==> config.mk <==
export PLATFORM = sky130hd
export DESIGN_NAME = sms_core
export DESIGN_NICKNAME = d
export VERILOG_FILES = /design/src/rtl/sms_pkg.sv /design/src/rtl/sms_buf_if.sv /design/src/rtl/sms_buf.sv /design/src/rtl/sms_core.sv
export VERILOG_INCLUDE_DIRS = /design/src /design/src/rtl
export SDC_FILE = /design/constraint.sdc
export NUM_CORES = 1
export LEC_CHECK = 0
export ABC_AREA = 1
export BUFFER_PORTS_ARGS = -buffer_cell sky130_fd_sc_hd__buf_4
export CAP_MARGIN = 20
export CORE_ASPECT_RATIO = 1.75
export CORE_MARGIN = 5
export CORE_UTILIZATION = 58
export DETAILED_ROUTE_END_ITERATION = 10
export HOLD_SLACK_MARGIN = 0.05
export PLACE_DENSITY_LB_ADDON = 0.15
export SLEW_MARGIN = 20
export SYNTH_ARGS = -nofsm -noshare
export SYNTH_HDL_FRONTEND = slang
export SYNTH_SLANG_ARGS = --single-unit
==> constraint.sdc <==
create_clock -name i_mclk -period 2.64 [get_ports i_mclk]
set_input_delay 0.264 -clock i_mclk [delete_from_list [all_inputs] [get_ports i_mclk]]
set_output_delay 0.264 -clock i_mclk [all_outputs]
set_load 0.02 [all_outputs]
==> src/rtl/sms_defines.svh <==
`ifndef SMS_DEFINES_SVH
`define SMS_DEFINES_SVH

// bus clock period in ns
`define SMS_CLK_PERIOD_NS  40
// serial byte width and half-clock edges per transfer
`define SMS_DATA_W         8
`define SMS_LAST_BIT       4'h7
`define SMS_LAST_EDGE      5'h10
// master baud divisors, selected by {rate_select_hi, rate_select_lo}
`define SMS_DIV_RATE0      8'h02
`define SMS_DIV_RATE1      8'h08
`define SMS_DIV_RATE2      8'h20
`define SMS_DIV_RATE3      8'h80
// receive buffer depth
`define SMS_BUF_DEPTH      2
`define SMS_BUF_FULL       2'h2

`endif

==> src/rtl/sms_pkg.sv <==
`include "sms_defines.svh"

package sms_pkg;
    // transfer state of the shift engine
    typedef enum logic {
        SMS_IDLE,
        SMS_XFER
    } sms_state_t;
    typedef logic [`SMS_DATA_W-1:0] sms_byte_t;
endpackage : sms_pkg

==> src/rtl/sms_buf_if.sv <==
`timescale 1ns/1ns
`include "sms_defines.svh"

// ready/valid path between shift engine and receive buffer
interface sms_buf_if;
    logic                   in_valid;
    logic                   in_ready;
    logic [`SMS_DATA_W-1:0] in_data;
    logic                   out_valid;
    logic                   out_ready;
    logic [`SMS_DATA_W-1:0] out_data;
    modport push  (output in_valid, output in_data, input in_ready);
    modport pop   (input out_valid, input out_data, output out_ready);
    modport store (input in_valid, input in_data, input out_ready,
                   output in_ready, output out_valid, output out_data);
endinterface : sms_buf_if

==> src/rtl/sms_buf.sv <==
`timescale 1ns/1ns
`include "sms_defines.svh"

module sms_buf (
    input wire logic i_mclk,
    input wire logic i_resetn,
    sms_buf_if.store bi
);
    logic [`SMS_DATA_W-1:0] mem_ff [`SMS_BUF_DEPTH];
    logic                   wr_ptr_ff;
    logic                   rd_ptr_ff;
    logic [1:0]             cnt_ff;
    logic                   push;
    logic                   pop;

    // handshake terms from the fill count
    assign bi.in_ready  = (cnt_ff != `SMS_BUF_FULL);
    assign bi.out_valid = (cnt_ff != 2'h0);
    assign bi.out_data  = mem_ff[rd_ptr_ff];
    assign push         = bi.in_valid & bi.in_ready;
    assign pop          = bi.out_valid & bi.out_ready;

    // one storage word per entry
    generate
        for (genvar g = 0; g < `SMS_BUF_DEPTH; g++) begin : g_ent
            always_ff @(posedge i_mclk or negedge i_resetn) begin
                if (!i_resetn) begin
                    mem_ff[g] <= 8'h00;
                end else if (push && (wr_ptr_ff == 1'(g))) begin
                    mem_ff[g] <= bi.in_data;
                end
            end
        end
    endgenerate

    // pointers and fill count
    always_ff @(posedge i_mclk or negedge i_resetn) begin
        if (!i_resetn) begin
            wr_ptr_ff <= 1'b0;
            rd_ptr_ff <= 1'b0;
            cnt_ff    <= 2'h0;
        end else begin
            if (push) wr_ptr_ff <= ~wr_ptr_ff;
            if (pop) rd_ptr_ff <= ~rd_ptr_ff;
            cnt_ff <= cnt_ff + {1'b0, push} - {1'b0, pop};
        end
    end
endmodule : sms_buf

==> src/rtl/sms_core.sv <==
`timescale 1ns/1ns
`include "sms_defines.svh"

module sms_core import sms_pkg::*; (
    input  wire logic       i_mclk,
    input  wire logic       i_resetn,
    input  wire logic       i_port_enable,
    input  wire logic       i_master_select,
    input  wire logic       i_clock_polarity,
    input  wire logic       i_clock_phase,
    input  wire logic       i_rate_select_hi,
    input  wire logic       i_rate_select_lo,
    input  wire logic       i_mode_fault_enable,
    input  wire logic       i_data_wr,
    input  wire logic [7:0] i_data_wdata,
    input  wire logic       i_status_rd,
    input  wire logic       i_data_rd,
    input  wire logic       i_mode_fault_clr,
    input  wire logic       i_sck,
    input  wire logic       i_mosi,
    input  wire logic       i_miso,
    input  wire logic       i_ss_n,
    output logic            o_sck,
    output logic            o_sck_oe_n,
    output logic            o_mosi,
    output logic            o_mosi_oe_n,
    output logic            o_miso,
    output logic            o_miso_oe_n,
    output logic [7:0]      o_rx_data,
    output logic            o_tx_empty_flag,
    output logic            o_rx_full_flag,
    output logic            o_overflow_flag,
    output logic            o_mode_fault_flag,
    output logic            o_busy
);
    sms_state_t state_ff;
    sms_byte_t  hold_ff;
    sms_byte_t  tx_sh_ff;
    sms_byte_t  rx_sh_ff;
    logic       hold_full_ff;
    logic       tx_empty_ff;
    logic       sh_pend_ff;
    logic [6:0] div_cnt_ff;
    logic [4:0] edge_cnt_ff;
    logic [2:0] bit_idx_ff;
    logic [3:0] smp_cnt_ff;
    logic       sck_lvl_ff;
    logic       sck_prev_ff;
    logic       ss_prev_ff;
    logic       armed_ff;
    logic       ovf_ff;
    logic       mf_ff;
    logic [7:0] div_sel;
    logic [6:0] half_sel;
    logic [4:0] nedge;
    logic       active;
    logic       is_master;
    logic       tick;
    logic       m_edge;
    logic       s_edge;
    logic       s_start;
    logic       go;
    logic       edge_ev;
    logic       samp;
    logic       shft;
    logic       last_samp;
    logic       done;
    logic       abort;
    logic       load;
    logic       rx_in;
    logic       out_bit;
    logic       mf_set;
    logic       ovf_set;
    logic       rd_clear;

    sms_buf_if rxq ();

    sms_buf u_buf (
        .i_mclk   (i_mclk),
        .i_resetn (i_resetn),
        .bi       (rxq)
    );

    // master mode fault turns the port off like a cleared enable
    assign is_master = i_master_select;
    assign active    = i_port_enable & ~(mf_ff & is_master);

    // master baud divider, slaves never use it
    always_comb begin
        unique case ({i_rate_select_hi, i_rate_select_lo})
            2'h0: div_sel = `SMS_DIV_RATE0;
            2'h1: div_sel = `SMS_DIV_RATE1;
            2'h2: div_sel = `SMS_DIV_RATE2;
            2'h3: div_sel = `SMS_DIV_RATE3;
        endcase
    end
    assign half_sel = div_sel[7:1];
    assign tick     = active & is_master & (div_cnt_ff == half_sel - 7'h01);

    // free-running divider while enabled as master
    always_ff @(posedge i_mclk or negedge i_resetn) begin
        if (!i_resetn) begin
            div_cnt_ff <= 7'h00;
        end else if (!(active && is_master) || tick) begin
            div_cnt_ff <= 7'h00;
        end else begin
            div_cnt_ff <= div_cnt_ff + 7'h01;
        end
    end

    // edge and start detection for both roles
    assign m_edge  = (state_ff == SMS_XFER) & is_master & tick;
    assign s_edge  = active & ~is_master & ~i_ss_n & (i_sck != sck_prev_ff);
    assign s_start = active & ~is_master & (state_ff == SMS_IDLE) &
                     (i_clock_phase ? s_edge : (ss_prev_ff & ~i_ss_n));
    assign go      = is_master ? ((state_ff == SMS_IDLE) & sh_pend_ff & tick)
                               : s_start;
    assign edge_ev = m_edge | (s_edge & ((state_ff == SMS_XFER) | s_start));
    assign nedge   = (s_start ? 5'h00 : edge_cnt_ff) + 5'h01;
    // phase zero samples odd edges; phase one drives on odd, samples even
    assign samp    = edge_ev & (i_clock_phase ? ~nedge[0] : nedge[0]);
    assign shft    = edge_ev & (i_clock_phase ? (nedge[0] & (nedge != 5'h01))
                                              : ~nedge[0]);
    assign last_samp = samp & (smp_cnt_ff == `SMS_LAST_BIT);
    assign done    = is_master ? (m_edge & (nedge == `SMS_LAST_EDGE)) : last_samp;
    assign abort   = (state_ff == SMS_XFER) & (~active | (~is_master & i_ss_n));
    assign load    = hold_full_ff & (state_ff == SMS_IDLE) & ~go;
    assign rx_in   = is_master ? i_miso : i_mosi;
    assign out_bit = tx_sh_ff[3'h7 - bit_idx_ff];

    // transfer state
    always_ff @(posedge i_mclk or negedge i_resetn) begin
        if (!i_resetn) begin
            state_ff <= SMS_IDLE;
        end else if (abort || done) begin
            state_ff <= SMS_IDLE;
        end else if (go) begin
            state_ff <= SMS_XFER;
        end
    end

    // edge, bit and sample counters
    always_ff @(posedge i_mclk or negedge i_resetn) begin
        if (!i_resetn) begin
            edge_cnt_ff <= 5'h00;
            bit_idx_ff  <= 3'h0;
            smp_cnt_ff  <= 4'h0;
        end else if (go && !edge_ev) begin
            edge_cnt_ff <= 5'h00;
            bit_idx_ff  <= 3'h0;
            smp_cnt_ff  <= 4'h0;
        end else if (edge_ev) begin
            edge_cnt_ff <= nedge;
            if (s_start) begin
                bit_idx_ff <= 3'h0;
                smp_cnt_ff <= 4'h0;
            end else begin
                if (shft) bit_idx_ff <= bit_idx_ff + 3'h1;
                if (samp) smp_cnt_ff <= smp_cnt_ff + 4'h1;
            end
        end
    end

    // receive shift register, msb first
    always_ff @(posedge i_mclk or negedge i_resetn) begin
        if (!i_resetn) begin
            rx_sh_ff <= 8'h00;
        end else if (samp) begin
            rx_sh_ff <= {rx_sh_ff[6:0], rx_in};
        end
    end

    // master clock level, toggled on every generated edge
    always_ff @(posedge i_mclk or negedge i_resetn) begin
        if (!i_resetn) begin
            sck_lvl_ff <= 1'b0;
        end else if (state_ff == SMS_IDLE) begin
            sck_lvl_ff <= i_clock_polarity;
        end else if (m_edge) begin
            sck_lvl_ff <= ~sck_lvl_ff;
        end
    end

    // pin history for edge detection
    always_ff @(posedge i_mclk or negedge i_resetn) begin
        if (!i_resetn) begin
            sck_prev_ff <= 1'b0;
            ss_prev_ff  <= 1'b1;
        end else begin
            sck_prev_ff <= i_sck;
            ss_prev_ff  <= i_ss_n;
        end
    end

    // transmit holding register and shift register
    always_ff @(posedge i_mclk or negedge i_resetn) begin
        if (!i_resetn) begin
            hold_ff      <= 8'h00;
            hold_full_ff <= 1'b0;
            tx_sh_ff     <= 8'h00;
            sh_pend_ff   <= 1'b0;
        end else begin
            if (i_data_wr) begin
                hold_ff      <= i_data_wdata;
                hold_full_ff <= 1'b1;
            end else if (load || (abort && is_master)) begin
                hold_full_ff <= 1'b0;
            end
            if (load) begin
                tx_sh_ff   <= hold_ff;
                sh_pend_ff <= 1'b1;
            end else if (go || !active) begin
                sh_pend_ff <= 1'b0;
            end
        end
    end

    // transmit empty: a write clears it, a move into the shifter sets it
    always_ff @(posedge i_mclk or negedge i_resetn) begin
        if (!i_resetn) begin
            tx_empty_ff <= 1'b1;
        end else if (i_data_wr) begin
            tx_empty_ff <= 1'b0;
        end else if (load || (abort && is_master)) begin
            tx_empty_ff <= 1'b1;
        end
    end

    // receive buffer: push completed bytes, pop on the read sequence
    assign ovf_set       = last_samp & (~rxq.in_ready | ovf_ff);
    assign rxq.in_valid  = last_samp & ~ovf_ff;
    assign rxq.in_data   = {rx_sh_ff[6:0], rx_in};
    assign rd_clear      = i_data_rd & armed_ff;
    assign rxq.out_ready = rd_clear;

    // status read seeing a flag arms the clearing data read
    always_ff @(posedge i_mclk or negedge i_resetn) begin
        if (!i_resetn) begin
            armed_ff <= 1'b0;
        end else if (i_status_rd && (rxq.out_valid || ovf_ff)) begin
            armed_ff <= 1'b1;
        end else if (i_data_rd) begin
            armed_ff <= 1'b0;
        end
    end

    // overflow flag, set wins over the clearing read only while the flag is clear
    always_ff @(posedge i_mclk or negedge i_resetn) begin
        if (!i_resetn) begin
            ovf_ff <= 1'b0;
        end else if (ovf_set && !ovf_ff) begin
            ovf_ff <= 1'b1;
        end else if (rd_clear) begin
            ovf_ff <= 1'b0;
        end
    end

    // mode fault flag, set wins over clear
    assign mf_set = i_mode_fault_enable & i_port_enable &
                    (is_master ? ~i_ss_n
                               : ((state_ff == SMS_XFER) & i_ss_n & ~ss_prev_ff));
    always_ff @(posedge i_mclk or negedge i_resetn) begin
        if (!i_resetn) begin
            mf_ff <= 1'b0;
        end else if (mf_set) begin
            mf_ff <= 1'b1;
        end else if (i_mode_fault_clr) begin
            mf_ff <= 1'b0;
        end
    end

    // pin drivers; enables are low while driving
    assign o_sck       = is_master ? sck_lvl_ff : i_clock_polarity;
    assign o_sck_oe_n  = ~(active & is_master);
    assign o_mosi      = out_bit;
    assign o_mosi_oe_n = ~(active & is_master);
    assign o_miso      = out_bit;
    assign o_miso_oe_n = ~(active & ~is_master & ~i_ss_n);

    // status outputs
    assign o_rx_data         = rxq.out_data;
    assign o_rx_full_flag    = rxq.out_valid;
    assign o_tx_empty_flag   = tx_empty_ff;
    assign o_overflow_flag   = ovf_ff;
    assign o_mode_fault_flag = mf_ff;
    assign o_busy            = (state_ff == SMS_XFER);
endmodule : sms_core

==> impl_results.md, run 1 <==
- Status: finished, final reports clean
- Gate count after technology mapping: approximately 430
- Register bit total from synthesis: between 70 and 80
- Vias per inst: approximately 5.2
- Synth Area in XOR/XNOR: roughly 2.4%
- Top delay family on crit path: simple AND/OR/NAND/NOR gates
- WL/cell: approximately 13 um
- # rows: 38
- Leak pwr: 2.25 nW
- Top cell by count, worst path: nand2_1
- Skew-Pair Late Insertion Delay: around 0.35 ns
- Post-Syn Area: 0.00361 sq mm
- Synth-to-layout area growth: 18.9%
- Initial core utilization: a little under 60%
- DRC viols: 0
- Die Ht: approximately 110 um
- Worst setup path class: in -> reg
- Post-layout util: between 70% and 80%
- Worst-path clk slew: approximately 0.08 ns
- NumNets Final: between 500 and 600
- Largest family of logic cells by synthesized area: simple AND/OR/NAND/NOR gates
- Req. time, crit path: about 2.9 ns
- Worst-Margin Slew: 0.890 ns
- Crit Path Max Fanout: 12
- Synthesized net count: 458
- TritonRoute pass-1 iters: 5
- Initial antenna violation count: 0
- Hold Violations, Final: 0
- # H-tree levels: 3
- DRT iter0 DRCs: ~190
- Synth cell types: 36
- Clock sinks: slightly above 70
- IO Pins: 44
- Hold Crit Class: in -> async
- CP Cell Sequence: dlygate4sd3_1, buf_4, inv_1, nand2_1, nand2_1, nand2_1, nor2_2, nand2_4, nand2_4, inv_1, ha_1, nand4_1, nand2_1, nand2_1, inv_1, nand2_1, nand3_1, nand3_1, nand2_1
- Average cell area after synthesis: 8.48 sq um
- Antenna diodes: 0
- # setup viols final: 0
- Adder-Cell Fraction of Synth Area: around 2.4%
- All-layer global routing usage: 19.6%
- Buffers and inverters on the worst path: 5
- Startpoint types: primary input
- CP max stage delay: approximately 0.54 ns
- Minimum clock period after layout: ~2.4 ns
- R2R Setup Slk: ~0.41 ns
- Die X: about 70 um
- Worst clock skew: 0.0110 ns
- Worst path slowest cell: dlygate4sd3_1
- Worst EP arrival: between 2 and 3 ns
- Fmax: 0.412 GHz
- Worst VDD drop: between 500 and 600 uV
- Commonest non-fill, non-tap cell in the layout: nand2_1
- Vias in the first global route: about 3,000
- Setup_tns: 0 ns
- CORE AREA: between 0.006 and 0.007 sq mm
- Pwr dens: 765 mW/mm^2
- Post-route ant nets: 0
- Max_cap viols: 0
- Max clock buf depth: 2
- First-pass GRT wire length: between 10,000 and 15,000 um
- Unrepaired setup endpoints after global routing: false
- IO buf count: 43
- Design Area, Final: between 0.004 and 0.005 sq mm
- Ys Warns: 0
- DRT Wirelength: 7170 um
- Most frequent cells in the layout: nand2_1, dfrtp_1, buf_4, inv_1, o21ai_0
- Final GP Congestion: between 0.8 and 0.9
- Post-DP Area: 0.00401 sq mm
- Final Max Slew Viols: 0
- CTS tree: built
- Gr ovfl total: 0
- Compound-Gate Fraction of Synth Area: a little over 8%
- Dpl hpwl: roughly 5200 um
- Largest net degree at the start of global routing: 73
- Die ar.: between 0.007 and 0.008 sq mm
- Crit. End Element: register
- Fin crit share: between 90% and 100%
- Root buffer cell: clkbuf_8
- Sequential area share after synthesis: roughly 50%
- Total CTS buffers: 9
- Max-slew headroom: between 40% and 50%
- Via count: 2,922
- Post-Synth Simple-Gate Area: between 20% and 30%
- Mux cell area share after synthesis: 2.80%
- Layout cell share with drive strength beyond 1: 20.6%
layer usage:
layer  vias to the layer above  GRT usage (%)  routed length, um
met2                        63           36.2               3960
met4                         0           9.85                112
met5                         -              0                  0
met1                      1369           21.0               2800
met3                        11           4.04                296
li1                       1479              -                  -
report_power, final:
part | leakage (nW) | internal (mW) | switching, mW
registers | 0.939 | 1.30 | 0.146
logic | 1.19 | 0.308 | 0.485
clock network | 0.124 | 0.629 | 0.418
cell usage after synthesis (all sizes together):
| cell type | n | area (sq um) |
|---|---|---|
| nand2 | 129 | 499 |
| dfrtp | 70 | 1750 |
| inv | 52 | 195 |
| o21ai | 41 | 205 |
| nor2 | 28 | 129 |
| nand4 | 23 | 144 |
| nand3 | 20 | 138 |
| mux2 | 9 | 101 |
| a21oi | 7 | 35.0 |
| buf | 7 | 52.5 |
| clkbuf | 7 | 26.3 |
| ha | 7 | 87.6 |
| xor2 | 7 | 68.8 |
| nor3 | 3 | 20.0 |
| dfstp | 2 | 52.6 |
| o31ai | 2 | 15.0 |
| o32ai | 2 | 17.5 |
| or2 | 2 | 12.5 |
| xnor2 | 2 | 17.5 |
| clkinv | 1 | 3.75 |
| nand3b | 1 | 7.51 |
| nor3b | 1 | 7.51 |
| o2111ai | 1 | 8.76 |
| o21bai | 1 | 11.3 |
| o22ai | 1 | 6.26 |
per-stage QoR:
| step | worst slack, ns | power [mW] | instances | hold WS (ns) |
|---|---|---|---|---|
| 6_report | 0.213 | 3.28 | 560 | 0.0323 |
| 4_1_cts | 0.178 | 3.31 | 560 | 0.0513 |
| 5_1_grt | 0.00856 | 3.51 | 560 | 0.0605 |
| 3_3_place_gp | 0.246 | 2.21 | 542 | 0.391 |
| 3_5_place_dp | 0.173 | 2.24 | 542 | 0.392 |
| 2_1_floorplan | 0.380 | 1.97 | 426 | -0.0316 |
final timing paths:
path	start	to	cells after the start
max in group asynchronous	i_resetn	u_buf.mem_ff[5]	1
min	i_resetn	sck_lvl_ff	1
max reg2reg	ss_prev_ff	bit_idx_ff[2]	16
min reg2reg	u_buf.mem_ff[10]	u_buf.mem_ff[10]	2
max	i_ss_n	bit_idx_ff[2]	19
min in group i_mclk	i_mode_fault_clr	o_mode_fault_flag	2
repair_timing:
item,in CTS,in global routing
endpoints found under the setup margin,0,20
gates resized for setup,0,4
setup buffers,0,0
hold buffers,2,0
hold endpoints to repair,2,0
cell families after synthesis:
kind of cell,count (synthesis)
buffers and inverters,67
multiplexers,9
AO/OA/AOI/OAI,55
AND/OR/NAND/NOR,207
adder cells (fa/ha/maj),7
flip-flops,72
XOR/XNOR,9
area by class of cell:
type / count / area, sq um
Clock inverter: 7 / 118
Multi-Input combinational cell: 287 / 1560
Clock buffer: 9 / 124
Timing Repair Buffer: 52 / 395
Sequential cell: 72 / 1800
Inverter: 53 / 199
Tap cell: 80 / 100
Fill cell: 482 / 1840
sequential cells by signal (all words and copies together), names as in the netlist, 2 cells and up:
name          flops
div_cnt_ff        7
bit_idx_ff        3
hold_ff           8
tx_sh_ff          8
u_buf.cnt_ff      2
u_buf.mem_ff     16
edge_cnt_ff       5
rx_sh_ff          7
smp_cnt_ff        4
(Power assumes the default switching activity.)
==> run 2: changes to the inputs <==
--- a/config.mk
+++ b/config.mk
@@ -11,10 +11,10 @@
 export CAP_MARGIN = 20
 export CORE_ASPECT_RATIO = 1.75
 export CORE_MARGIN = 5
-export CORE_UTILIZATION = 58
+export CORE_UTILIZATION = 46
 export DETAILED_ROUTE_END_ITERATION = 10
 export HOLD_SLACK_MARGIN = 0.05
-export PLACE_DENSITY_LB_ADDON = 0.15
+export PLACE_DENSITY = 0.68
 export SLEW_MARGIN = 20
 export SYNTH_ARGS = -nofsm -noshare
 export SYNTH_HDL_FRONTEND = slang
==> impl_results.md, run 2 (synthesis gave the netlist of run 1 again) <==
- Status: finished, final reports clean (unchanged)
- Final total power: 3.46 mW (was 3.28 mW)
- WL/cell: 12.8 um (about the same)
- Worst clock skew: 0.00384 ns (was 0.0110 ns)
- Leak pwr: 2.27 nW (was 2.25 nW)
- Clock sinks: 72 (unchanged)
- Final GP Congestion: 0.875 (was 0.843)
- Design Area, Final: 0.00434 sq mm (was 0.00430 sq mm)
- Max-slew headroom: 40.4% (was 40.6%)
- Fin crit share: 88.3% (was 91.9%)
- Antenna diodes: 0 (unchanged)
- Crit Path Max Fanout: 12 (unchanged)
- Biggest register: u_buf.mem_ff (unchanged)
- Fill cells: 717 (was 482)
- Crit. End Element: register (unchanged)
- Setup bufs post-CTS: 0 (unchanged)
- Vias in the first global route: 2,963 (was 2,927)
- Hold Violations, Final: 0 (unchanged)
- IO Pins: 44 (unchanged)
- Commonest non-fill, non-tap cell in the layout: nand2_1 (unchanged)
- Gr ovfl total: 0 (unchanged)
- First-pass GRT wire length: 13,100 um (was 12,600 um)
- TritonRoute pass-1 iters: 4 (was 5)
- Unrepaired setup endpoints after global routing: false (unchanged)
- Fmax: 0.429 GHz (was 0.412 GHz)
- Die Ht: 127 um (was 114 um)
- Worst VDD drop: 452 uV (was 553 uV)
- Synth-to-layout area growth: 20.2% (was 18.9%)
- Vias per inst: 5.12 (was 5.22)
- Final Max Slew Viols: 0 (unchanged)
- CTS tree: built (unchanged)
- DRT Wirelength: 7260 um (was 7170 um)
- All-layer global routing usage: 16.4% (was 19.6%)
- Req. time, crit path: 2.86 ns (was 2.88 ns)
- DRC viols: 0 (unchanged)
- Dpl hpwl: 5380 um (was 5200 um)
- Pwr dens: 797 mW/mm^2 (was 765 mW/mm^2)
- # setup viols final: 0 (unchanged)
- Skew-Pair Late Insertion Delay: 0.33 ns (was 0.35 ns)
- # rows: 42 (was 38)
- Post-DP Area: 0.00403 sq mm (was 0.00401 sq mm)
- DRT iter0 DRCs: 142 (was 186)
- Root buffer cell: clkbuf_16 (was clkbuf_8)
- Worst-path clk slew: 0.05 ns (was 0.08 ns)
- Max_cap viols: 0 (unchanged)
- Max clock buf depth: 2 (unchanged)
- Most frequent cells in the layout: nand2_1, dfrtp_1, buf_4, inv_1, o21ai_0 (unchanged)
- Worst EP arrival: 2.55 ns (was 2.66 ns)
- Layout cell share with drive strength beyond 1: 20.0% (was 20.6%)
- CORE AREA: 0.00762 sq mm (was 0.00613 sq mm)
- Via count: 2,906 (was 2,922)
- Worst setup path class: in -> reg (unchanged)
- Worst-Margin Slew: 0.895 ns (was 0.890 ns)
- IO buf count: 43 (unchanged)
- Startpoint types: primary input (unchanged)
- Top Registers: u_buf.mem_ff: 16 flops, hold_ff: 8 flops, tx_sh_ff: 8 flops (unchanged)
- Initial antenna violation count: 0 (unchanged)
- Total CTS buffers: 9 (unchanged)
- Die X: 77 um (was 69.7 um)
- Minimum clock period after layout: 2.33 ns (was 2.43 ns)
- Setup_tns: 0 ns (unchanged)
- Initial core utilization: 47.4% (was 58.9%)
- Largest net degree at the start of global routing: 73 (unchanged)
- Hold Crit Class: in -> async (unchanged)
- NumNets Final: 507 (unchanged)
- Die ar.: 0.00980 sq mm (was 0.00797 sq mm)
- Post-route ant nets: 0 (unchanged)
- # H-tree levels: 3 (unchanged)
- Max reg flops: 16 (unchanged)
[run 2: final cells by class]
cell class                      instances  area, sq um  share of cell area [%]
Clock buffer                           14          264                    6.08
Clock inverter                          2         37.5                   0.864
Inverter                               53          199                    4.58
Multi-Input combinational cell        287         1540                    35.4
Sequential cell                        72         1800                    41.5
Tap cell                               88          110                    2.53
Timing Repair Buffer                   52          393                    9.04
[run 2: timing repair]
| item | CTS | global route |
|---|---|---|
| setup endpoints to repair | 0 | 3 |
| resized for setup | 0 | 1 |
| hold buffers | 1 | 0 |
| endpoints found under the hold margin | 1 | 0 |
[run 2: path summary, 6_finish.rpt]
path / endpoint / slack, ns / startpoint / cells after the start
worst max-delay path: bit_idx_ff[1] / 0.31 / i_sck / 19
worst min-delay path: div_cnt_ff[4] / 0.04 / i_resetn / 1
worst max register to register: bit_idx_ff[1] / 0.37 / ss_prev_ff / 16
worst min register to register: u_buf.mem_ff[3] / 0.47 / u_buf.mem_ff[3] / 2
max in group asynchronous: bit_idx_ff[0] / 2.00 / i_resetn / 1
min in group i_mclk: ss_prev_ff / 0.07 / i_ss_n / 1
[run 2: per-stage QoR]
step / utilization [%] / instances / setup slack (ns) / hold WS (ns)
after floorplan: - / 426 / 0.380 / -0.0316
after global placement: 52.9 / 551 / 0.235 / 0.391
after detailed placement: 52.9 / 551 / 0.163 / 0.395
after CTS: 56.9 / 568 / 0.221 / 0.0546
after global routing: 57.0 / 568 / 0.0538 / 0.0570
final: 57.0 / 568 / 0.310 / 0.0402
[run 2: report_power, final]
group          internal, mW  switching, mW
logic                 0.308          0.486
clock network         0.784          0.438
registers              1.30          0.145
total                  2.39           1.07
[run 2: layer usage]
layer / wire [um] / vias to the layer above / track usage (%)
li1: - / 1477 / -
met1: 2900 / 1366 / 17.8
met2: 3870 / 48 / 29.2
met3: 276 / 15 / 3.66
met4: 221 / 0 / 9.21
met5: 0 / - / 0
[run 2: worst max-delay path: stages]
cell,delay [ns]
dlygate4sd3_1,0.53
buf_4,0.14
nand2_1,0.06
nand2_1,0.05
nand2_2,0.07
nand2_2,0.06
nand2_4,0.13
nand2_2,0.12
inv_1,0.11
ha_1,0.22
nand4_1,0.13
inv_1,0.07
nand2_1,0.05
nand2_1,0.11
inv_1,0.07
nand2_1,0.10
nand3_1,0.12
nand3_1,0.09
nand2_1,0.06
